--- config.mk ---
export PLATFORM = sky130hd
export DESIGN_NAME = swing_supervisor
export DESIGN_NICKNAME = d
export VERILOG_FILES = /design/src/swing_pkg.sv /design/src/char_if.sv /design/src/swing_supervisor.sv /design/src/quad_char.sv
export SDC_FILE = /design/constraint.sdc
export NUM_CORES = 2
export LEC_CHECK = 0
export ABC_AREA = 1
export ABC_CLOCK_PERIOD_IN_PS = 26400
export BUFFER_PORTS_ARGS = -buffer_cell sky130_fd_sc_hd__buf_2
export CAP_MARGIN = 0
export CORE_MARGIN = 10
export CORE_UTILIZATION = 52
export DETAILED_ROUTE_END_ITERATION = 8
export PLACE_DENSITY = 0.8
export SYNTH_ARGS = -nofsm -noshare
export SYNTH_HDL_FRONTEND = slang
export SYNTH_SLANG_ARGS = --single-unit
--- constraint.sdc ---
create_clock -name aclk -period 26.4 [get_ports aclk]
set_input_delay 0 -clock aclk [delete_from_list [all_inputs] [get_ports aclk]]
set_output_delay 0 -clock aclk [all_outputs]
set_load 0.02 [all_outputs]
--- src/swing_pkg.sv ---
// Constants, register map and types of the power swing supervisor.
// Assumes a single 125 MHz clock and a 32-bit AXI4-Lite register bus.
// Overview of operation
// - Swing detection runs only while its enable bit is set.
// - Band spans from largest zone edge to margin impedance further out.
// - Block only when band crossing takes at least the fixed 40 ms.
// - Faster crossing gives no block, so zones trip normally.
// - Block reaches only the zones selected in the block matrix.
// - Out-of-step is raised at the outer band edge.
// - Out-of-step is offered to the output matrix for tripping.
// - Leaving the zone through quadrant I keeps it a power swing.
// - Block holds while trajectory stays inside the zone without fault.
// - Exit through quadrant II raises out-of-step for 0.5 s.
// - Quadrants I and III are treated alike, non-directional.
// - Block also needs unbalance below 25% and residual below 10%.
// - Low-current block while short-circuit current is below threshold.
// - Load resistance and angle apply only with load block in use.
// - Reach tolerance is the percentage of the larger of R and X.
// - Line angle 90 degrees for types 1 and 2, 75 for 3 and 4.
// - With R above X, quadrant II resistive reach is shorter.
package swing_pkg;
   localparam int CLK_MHZ = 125;
   localparam int SWING_WIN_MS = 40;
   localparam int SWING_WIN_CYC = SWING_WIN_MS * CLK_MHZ * 1000;
   localparam int OOS_HOLD_MS = 500;
   localparam int OOS_HOLD_CYC = OOS_HOLD_MS * CLK_MHZ * 1000;
   localparam int CNT_W = 26;
   localparam int ADDR_W = 8;
   localparam logic [7:0] UNBAL_LIMIT_PCT = 8'h19;
   localparam logic [7:0] RESID_LIMIT_PCT = 8'h0A;
   localparam logic [8:0] TAN15_Q8 = 9'h045;
   localparam logic [10:0] DIV100_MUL = 11'h51F;
   localparam int DIV100_SHIFT = 17;
   localparam int NCFG = 8;
   localparam logic [3:0] IDX_CTRL = 4'h0;
   localparam logic [3:0] IDX_MARGIN = 4'h1;
   localparam logic [3:0] IDX_ZONE_R = 4'h2;
   localparam logic [3:0] IDX_ZONE_X = 4'h3;
   localparam logic [3:0] IDX_TOL = 4'h4;
   localparam logic [3:0] IDX_LOAD_R = 4'h5;
   localparam logic [3:0] IDX_LOAD_SLOPE = 4'h6;
   localparam logic [3:0] IDX_LC_THR = 4'h7;
   localparam logic [3:0] IDX_STATUS = 4'h8;
   localparam int CTRL_EN_BIT = 0;
   localparam int CTRL_LOAD_BIT = 1;
   localparam int CTRL_TYPE_LSB = 2;
   localparam int CTRL_MATRIX_LSB = 8;
   localparam int CTRL_OOSTRIP_BIT = 16;
   localparam logic [NCFG-1:0][31:0] CFG_WMASK = {
      32'h0000FFFF, 32'h000000FF, 32'h0000FFFF, 32'h000000FF,
      32'h0000FFFF, 32'h0000FFFF, 32'h0000FFFF, 32'h0001FF0F};
   localparam logic [31:0] CFG_RST = 32'h00000000;
   localparam logic [1:0] RESP_OKAY = 2'h0;
   localparam logic [1:0] RESP_SLVERR = 2'h2;
   typedef enum logic [3:0] {
      ST_IDLE = 4'h1,
      ST_BAND = 4'h2,
      ST_BLOCK = 4'h4,
      ST_EXIT = 4'h8
   } swing_st_t;
   localparam swing_st_t ST_RST = ST_IDLE;
endpackage

--- src/char_if.sv ---
// Carrier between the supervisor and its characteristic evaluator.
// Assumes purely combinational evaluation on the supervisor's clock.
`timescale 1ns/100ps
`default_nettype none
interface char_if;
   logic signed [15:0] imp_r;
   logic signed [15:0] imp_x;
   logic [15:0] set_r;
   logic [15:0] set_x;
   logic [15:0] margin;
   logic [15:0] load_r;
   logic [7:0] load_slope;
   logic [7:0] tol_pct;
   logic [1:0] char_type;
   logic load_en;
   logic in_zone;
   logic in_band;
   logic quad2;
   modport eval (input imp_r, imp_x, set_r, set_x, margin, load_r, load_slope, tol_pct,
      char_type, load_en, output in_zone, in_band, quad2);
   modport user (output imp_r, imp_x, set_r, set_x, margin, load_r, load_slope, tol_pct,
      char_type, load_en, input in_zone, in_band, quad2);
endinterface
`default_nettype wire

--- src/swing_supervisor.sv ---
// Power swing block and out-of-step supervisor with AXI4-Lite registers.
// Assumes measurements come from logic on aclk, updated every cycle.
`timescale 1ns/100ps
`default_nettype none
module swing_supervisor #(
   parameter int WIN_CYC = swing_pkg::SWING_WIN_CYC,
   parameter int HOLD_CYC = swing_pkg::OOS_HOLD_CYC
) (
   input wire logic aclk,
   input wire logic aresetn,
   input wire logic [swing_pkg::ADDR_W-1:0] awaddr,
   input wire logic awvalid,
   output logic awready,
   input wire logic [31:0] wdata,
   input wire logic [3:0] wstrb,
   input wire logic wvalid,
   output logic wready,
   output logic [1:0] bresp,
   output logic bvalid,
   input wire logic bready,
   input wire logic [swing_pkg::ADDR_W-1:0] araddr,
   input wire logic arvalid,
   output logic arready,
   output logic [31:0] rdata,
   output logic [1:0] rresp,
   output logic rvalid,
   input wire logic rready,
   input wire logic signed [15:0] imp_r,
   input wire logic signed [15:0] imp_x,
   input wire logic [7:0] sequence_unbalance_ratio,
   input wire logic [7:0] calculated_residual_current,
   input wire logic [15:0] sc_current,
   input wire logic fault_active,
   output logic swing_block,
   output logic [7:0] zone_block,
   output logic out_of_step,
   output logic oos_trip,
   output logic low_current_block
);
   typedef struct packed {
      swing_pkg::swing_st_t st;
      logic [swing_pkg::CNT_W-1:0] wcnt;
      logic oos;
      logic [swing_pkg::CNT_W-1:0] ocnt;
      logic blk;
      logic [7:0] zblk;
      logic trip;
      logic lcb;
      logic aw_got;
      logic w_got;
      logic [swing_pkg::ADDR_W-1:0] awa;
      logic [31:0] wd;
      logic [3:0] ws;
      logic bvalid;
      logic [1:0] bresp;
      logic rvalid;
      logic [31:0] rdata;
      logic [1:0] rresp;
      logic [swing_pkg::NCFG-1:0][31:0] cfg;
   } state_t;

   localparam logic [swing_pkg::CNT_W-1:0] WIN_LAST = swing_pkg::CNT_W'(WIN_CYC - 1);
   localparam logic [swing_pkg::CNT_W-1:0] HOLD_LAST = swing_pkg::CNT_W'(HOLD_CYC - 1);

   state_t q;
   state_t d;
   logic en;
   logic quiet;
   logic [3:0] widx;
   logic [3:0] ridx;
   char_if ci();

   function automatic logic [3:0] reg_idx(input logic [swing_pkg::ADDR_W-1:0] a);
      reg_idx = (a[7:6] == 2'h0) ? a[5:2] : 4'hF;
   endfunction

   assign ci.imp_r = imp_r;
   assign ci.imp_x = imp_x;
   assign ci.set_r = q.cfg[swing_pkg::IDX_ZONE_R][15:0];
   assign ci.set_x = q.cfg[swing_pkg::IDX_ZONE_X][15:0];
   assign ci.margin = q.cfg[swing_pkg::IDX_MARGIN][15:0];
   assign ci.tol_pct = q.cfg[swing_pkg::IDX_TOL][7:0];
   assign ci.load_r = q.cfg[swing_pkg::IDX_LOAD_R][15:0];
   assign ci.load_slope = q.cfg[swing_pkg::IDX_LOAD_SLOPE][7:0];
   assign ci.load_en = q.cfg[swing_pkg::IDX_CTRL][swing_pkg::CTRL_LOAD_BIT];
   assign ci.char_type = q.cfg[swing_pkg::IDX_CTRL][swing_pkg::CTRL_TYPE_LSB +: 2];

   quad_char u_char (
      .c(ci.eval)
   );

   assign en = q.cfg[swing_pkg::IDX_CTRL][swing_pkg::CTRL_EN_BIT];
   // Fixed unbalance and residual limits
   assign quiet = (sequence_unbalance_ratio < swing_pkg::UNBAL_LIMIT_PCT)
      && (calculated_residual_current < swing_pkg::RESID_LIMIT_PCT);
   assign widx = reg_idx(q.awa);
   assign ridx = reg_idx(araddr);

   assign awready = !q.aw_got && !q.bvalid;
   assign wready = !q.w_got && !q.bvalid;
   assign arready = !q.rvalid;
   assign bvalid = q.bvalid;
   assign bresp = q.bresp;
   assign rvalid = q.rvalid;
   assign rdata = q.rdata;
   assign rresp = q.rresp;
   assign swing_block = q.blk;
   assign zone_block = q.zblk;
   assign out_of_step = q.oos;
   assign oos_trip = q.trip;
   assign low_current_block = q.lcb;

   always_comb begin
      d = q;
      // Write channel
      if (awvalid && awready) begin
         d.aw_got = 1'b1;
         d.awa = awaddr;
      end
      if (wvalid && wready) begin
         d.w_got = 1'b1;
         d.wd = wdata;
         d.ws = wstrb;
      end
      if (q.bvalid && bready) begin
         d.bvalid = 1'b0;
      end
      if (q.aw_got && q.w_got) begin
         d.aw_got = 1'b0;
         d.w_got = 1'b0;
         d.bvalid = 1'b1;
         d.bresp = swing_pkg::RESP_SLVERR;
         if (widx < 4'(swing_pkg::NCFG)) begin
            d.bresp = swing_pkg::RESP_OKAY;
            for (int b = 0; b < 4; b++) begin
               if (q.ws[b]) begin
                  d.cfg[widx[2:0]][8*b +: 8] = q.wd[8*b +: 8] & swing_pkg::CFG_WMASK[widx[2:0]][8*b +: 8];
               end
            end
         end
      end
      // Read channel
      if (q.rvalid && rready) begin
         d.rvalid = 1'b0;
      end
      if (arvalid && arready) begin
         d.rvalid = 1'b1;
         d.rresp = swing_pkg::RESP_OKAY;
         d.rdata = 32'h00000000;
         if (ridx < 4'(swing_pkg::NCFG)) begin
            d.rdata = q.cfg[ridx[2:0]];
         end else if (ridx == swing_pkg::IDX_STATUS) begin
            d.rdata = {25'h0, q.lcb, q.oos, q.blk, q.st};
         end else begin
            d.rresp = swing_pkg::RESP_SLVERR;
         end
      end
      // Out-of-step hold timer
      if (q.oos) begin
         if (q.ocnt == HOLD_LAST) begin
            d.oos = 1'b0;
         end else begin
            d.ocnt = q.ocnt + 1'b1;
         end
      end
      // Swing trajectory tracking
      unique case (q.st)
         swing_pkg::ST_IDLE: begin
            if (ci.in_band && !ci.in_zone && !fault_active) begin
               d.st = swing_pkg::ST_BAND;
               d.wcnt = '0;
            end
         end
         swing_pkg::ST_BAND: begin
            if (q.wcnt != WIN_LAST) begin
               d.wcnt = q.wcnt + 1'b1;
            end
            if (fault_active || !ci.in_band) begin
               d.st = swing_pkg::ST_IDLE;
            end else if (ci.in_zone) begin
               // Slow crossing blocks, fast one trips
               d.st = (q.wcnt == WIN_LAST && quiet) ? swing_pkg::ST_BLOCK : swing_pkg::ST_IDLE;
            end
         end
         swing_pkg::ST_BLOCK: begin
            // Held inside zone until exit or fault
            if (fault_active) begin
               d.st = swing_pkg::ST_IDLE;
            end else if (!ci.in_zone) begin
               d.st = swing_pkg::ST_EXIT;
            end
         end
         swing_pkg::ST_EXIT: begin
            if (fault_active) begin
               d.st = swing_pkg::ST_IDLE;
            end else if (ci.in_zone) begin
               d.st = swing_pkg::ST_BLOCK;
            end else if (!ci.in_band) begin
               // Quadrant I exit stays a swing, II is out-of-step
               d.st = swing_pkg::ST_IDLE;
               if (ci.quad2) begin
                  d.oos = 1'b1;
                  d.ocnt = '0;
               end
            end
         end
         default: begin
            d.st = swing_pkg::ST_IDLE;
         end
      endcase
      // Disabled function is silent
      if (!en) begin
         d.st = swing_pkg::ST_IDLE;
         d.oos = 1'b0;
      end
      d.blk = (d.st == swing_pkg::ST_BLOCK);
      // Block matrix and output matrix
      d.zblk = d.blk ? q.cfg[swing_pkg::IDX_CTRL][swing_pkg::CTRL_MATRIX_LSB +: 8] : 8'h00;
      d.trip = d.oos && q.cfg[swing_pkg::IDX_CTRL][swing_pkg::CTRL_OOSTRIP_BIT];
      // Low-current blocking
      d.lcb = sc_current < q.cfg[swing_pkg::IDX_LC_THR][15:0];
   end

   always_ff @(posedge aclk) begin
      if (!aresetn) begin
         q <= '0;
         q.st <= swing_pkg::ST_RST;
         q.cfg <= {swing_pkg::NCFG{swing_pkg::CFG_RST}};
      end else begin
         q <= d;
      end
   end
endmodule
`default_nettype wire

--- src/quad_char.sv ---
// Quadrilateral zone and swing band evaluator.
// Assumes settings and impedance are stable within the cycle.
`timescale 1ns/100ps
`default_nettype none
module quad_char (
   char_if.eval c
);
   logic neg;
   logic signed [19:0] rr;
   logic signed [19:0] xx;
   logic [15:0] big;
   logic [34:0] prod;
   logic signed [19:0] tol;
   logic signed [19:0] sh;
   logic signed [19:0] rq1;
   logic signed [19:0] rq2;
   logic signed [19:0] xq;
   logic signed [19:0] m;
   logic load;
   logic signed [27:0] lx;
   logic signed [27:0] lr;

   function automatic logic inside_q(input logic signed [19:0] r, input logic signed [19:0] x,
      input logic signed [19:0] r1, input logic signed [19:0] r2, input logic signed [19:0] xl);
      inside_q = (x <= xl) && ((r >= 0) ? (r <= r1) : (-r <= r2));
   endfunction

   always_comb begin
      // Mirror quadrant III onto I
      neg = c.imp_x[15];
      rr = neg ? -20'(c.imp_r) : 20'(c.imp_r);
      xx = neg ? -20'(c.imp_x) : 20'(c.imp_x);
      // Tolerance from the larger setting
      big = (c.set_r > c.set_x) ? c.set_r : c.set_x;
      prod = 35'(c.tol_pct) * 35'(big) * 35'(swing_pkg::DIV100_MUL);
      tol = 20'(prod >> swing_pkg::DIV100_SHIFT);
      // 75 degree line tilts both resistive edges
      sh = c.char_type[1] ? 20'((28'(xx) * 28'(swing_pkg::TAN15_Q8)) >>> 8) : 20'sh0;
      xq = $signed({4'h0, c.set_x}) + tol;
      rq1 = $signed({4'h0, c.set_r}) + tol + sh;
      // Shorter quadrant II reach when R exceeds X
      rq2 = ((c.set_r > c.set_x) ? $signed({5'h0, c.set_r[15:1]}) : $signed({4'h0, c.set_r}))
         + tol - sh;
      // Load encroachment only when selected
      lx = 28'(xx) <<< 8;
      lr = 28'(rr) * $signed({20'h0, c.load_slope});
      load = c.load_en && (rr > 0) && (rr >= $signed({4'h0, c.load_r})) && (lx <= lr);
      m = $signed({4'h0, c.margin});
      c.in_zone = inside_q(rr, xx, rq1, rq2, xq) && !load;
      // Band outer edge lies margin beyond the zone
      c.in_band = inside_q(rr, xx, rq1 + m, rq2 + m, xq + m) && !load;
      c.quad2 = rr < 0;
   end
endmodule
`default_nettype wire

==> flow_summary.yaml <==
power:
  power_frac_seq_pct: 30.7
  power_switching_share_pct: 37.9
  p_leak_nw: 21.6
  internal-power_w: 0.000800
  power.total_w: 0.00129
  vdd_drop_max_mv: 0.0535
  p_clk_share_pct: 31.2
  switching_power_w: 0.000488
  pwr-share-comb_pct: 38.1
  p_per_area_nw_per_um2: 30.0
final_layout:
  nets: 6756
  drive_gt1_share_pct: 5.00
  stdcell_count: 6726
  fillers: 7113
  antenna_cells: 0
  area_growth_pct: 6.88
clocking:
  clock_latency_ns: 0.55
  tritoncts: "done"
  clockBufferDepth: 3
  cts.sinks: 253
  clk_pin_slew_ns: 0.06
  cts_buffers: 27
  cts_root_buffer: "clkbuf_16"
  htree_levels: 1
drt:
  drc_errors: 0
  routed_via_density: 5.56
  drt-wirelength-per-cell_um: 17.5
  vias: 37400
  postRouteAntennaNets: 0
  drt_iter0_markers: 3216
  first_pass_iters: 6
  routed_wl_um: 117000
setup_path:
  crit_path_start_kind: "flip-flop"
  crit_buf_inv: 9
  slowest_stage: "o21ai_1"
  crit_path_frequent_cell: "nand2_1"
  crit_family: "adder cells"
  arrival_ns: 19.03
  cp_max_fo: 45
  critPathMaxStageDelay_ns: 0.85
  crit_required_ns: 26.76
  endpoint_kind: "flip-flop"
  path_class: "flip-flop to flip-flop"
logic_synthesis:
  syn_area_um2: 40100
  synth.avg_cell_area_um2: 7.21
  synth_cells: 5566
  yosys_warnings: 0
  synthArstFlopShare_pct: 0
  synth-seq-cells: 253
  synthDistinctLibCells: 65
  ys.flop_type: "dfxtp_1"
  ys_seq_area_share_pct: 12.6
  synth_edf_count: 0
run:
  maxCapViolCount: 0
timing:
  fin_crit_ns: 18.67
  tightest_slew_ns: 1.06
  fmax_mhz: 53.6
  hold_viol_final: 0
  slew_violations: 0
  fin_skew_ns: 0.0210
  fin_crit_sh_pct: 70.7
  grt_setup_unrepaired: "no"
  fin_tns_setup_ns: 0
  setup_viol: 0
  hold_ws_ns: 0.0415
  maxSlewHeadroom_pct: 28.6
floorplan:
  core_area_um2: 76200
  start_util_pct: 52.6
  die_h_um: 298
  ioPinCount: 177
  placementRows: 101
  die_x_um: 298
  dieArea_um2: 88600
global_routing:
  grt_max_degree: 80
  grt_overflow_total: 0
  antenna_found_initial: 1
  grt_pass1_vias: 36600
  grt_pass1_wl_um: 189000
  grt_usage_pct: 25.6
worst_hold_path:
  holdCritPathClass: "primary input to flip-flop"
placement:
  gp_congestion: 0.967
  dp.cells: 6642
  portBuffers: 138
  hpwl_um: 96300
status:
  outcome: "finished clean"
power groups by stage:
stage                     Sequential, W  Combinational (W)  Clock [W]
after global placement         0.000403           0.000459          0
after floorplan                0.000400           0.000361          0
after global routing           0.000395           0.000554   0.000417
final                          0.000395           0.000491   0.000401
after detailed placement       0.000403           0.000473          0
after CTS                      0.000395           0.000480   0.000402
worst register-to-register path: cells and delay by family, from the launching register on:
kind,cells,cell delay [ns]
AOI/OAI and AO/OA,18,3.64
buffers and inverters,9,1.05
adders and majority gates,16,6.85
DFF,1,0.52
xor gates and xnor gates,3,1.07
and+or+nand+nor,40,5.35
cell type report:
| type | instances | area, um^2 | share of cell area, % |
|---|---|---|---|
| Clock buffer | 38 | 797 | 1.86 |
| Clock inverter | 10 | 149 | 0.347 |
| Inverter | 1072 | 4030 | 9.39 |
| Multi-Input combinational cell | 4137 | 30400 | 70.9 |
| Sequential cell | 253 | 5060 | 11.8 |
| Tap cell | 1030 | 1290 | 3.01 |
| Timing Repair Buffer | 186 | 1140 | 2.67 |
cell usage in the layout (no fill, tap or decap), types with 22 or more instances in the layout:
cell	n
a21oi_1	542
buf_2	137
clkbuf_16	27
conb_1	50
dfxtp_1	253
dlygate4sd3_1	36
fa_1	335
ha_1	620
inv_1	1055
nand2_1	782
nand3_1	182
nand4_1	53
nor2_1	566
nor3_1	79
nor4_1	25
o211ai_1	22
o21ai_0	372
xnor2_1	77
xor2_1	176
state kept, by name (all words and copies together), names as in the netlist:
signal / flops
low_current_block: 1
ci.set_r: 16
ci.tol_pct: 8
ci.load_en: 1
ci.load_r: 16
out_of_step: 1
ci.load_slope: 8
swing_block: 1
q: 136
zone_block: 8
bresp: 1
rdata: 17
en: 1
ci.margin: 16
ci.set_x: 16
rresp: 1
bvalid: 1
ci.char_type: 2
oos_trip: 1
rvalid: 1
cell usage after synthesis, drive strengths merged (3+ instances only):
master  count  area [um^2]
o31ai       6         45.0
o21ai     395         2000
o21a       13         97.6
nor4       27          181
nand3     187          961
and2        4         25.0
nand4      54          353
xnor2      77          674
clkbuf     92          349
o221ai      9         78.8
nor3b       8         60.1
nor3       82          425
o311ai      8         70.1
a221oi      3         26.3
a21boi     14          113
dfxtp     253         5060
o21bai     21          158
nor2      583         2240
nand3b      5         37.5
or2        15         93.8
a31oi      17          106
inv      1061         3980
ha        620         7760
a21o       21          158
xor2      177         1570
buf        60          454
nand2     810         3150
a211oi     12         90.1
clkinv     11         42.5
a21oi     543         2720
fa        335         6710
o211ai     22          165
layer usage:
metal / GRT usage, % / wire, um
met1: 34.3 / 50800
met2: 42.4 / 53100
met3: 3.08 / 9170
met4: 8.58 / 4360
met5: 0 / 0
timing repair:
item                                   CTS  global route
setup buffers                            0             0
hold buffers                            36             0
gates resized for setup                  0             0
endpoints found under the hold margin   34             0
worst paths after layout:
kind / cells after the start / end / startpoint / slack [ns]
min: 2 / rvalid / aresetn / 0.04
max reg2reg: 86 / q[392] / ci.set_x[9] / 7.73
max: 86 / q[392] / ci.set_x[9] / 7.73
min reg2reg: 2 / q[136] / q[136] / 0.43
logic make-up after synthesis:
logic type / Yosys count / share of synthesized area (%)
other: 2 / 0.0187
AOI/OAI and AO/OA: 1097 / 14.8
adders and majority gates: 955 / 36.1
buffers and inverters: 1224 / 12.0
DFF: 253 / 12.6
xor gates and xnor gates: 254 / 5.59
and+or+nand+nor: 1781 / 18.9
stage by stage:
step / setup WS (ns) / area [um^2] / util, %
after floorplan: 11.27 / 40300 / -
after global placement: 8.21 / 41600 / 54.5
after detailed placement: 7.95 / 41600 / 54.5
after CTS: 7.92 / 42900 / 56.3
after global routing: 6.30 / 42900 / 56.3
final: 7.73 / 42900 / 56.3
(Power assumes the default switching activity.)
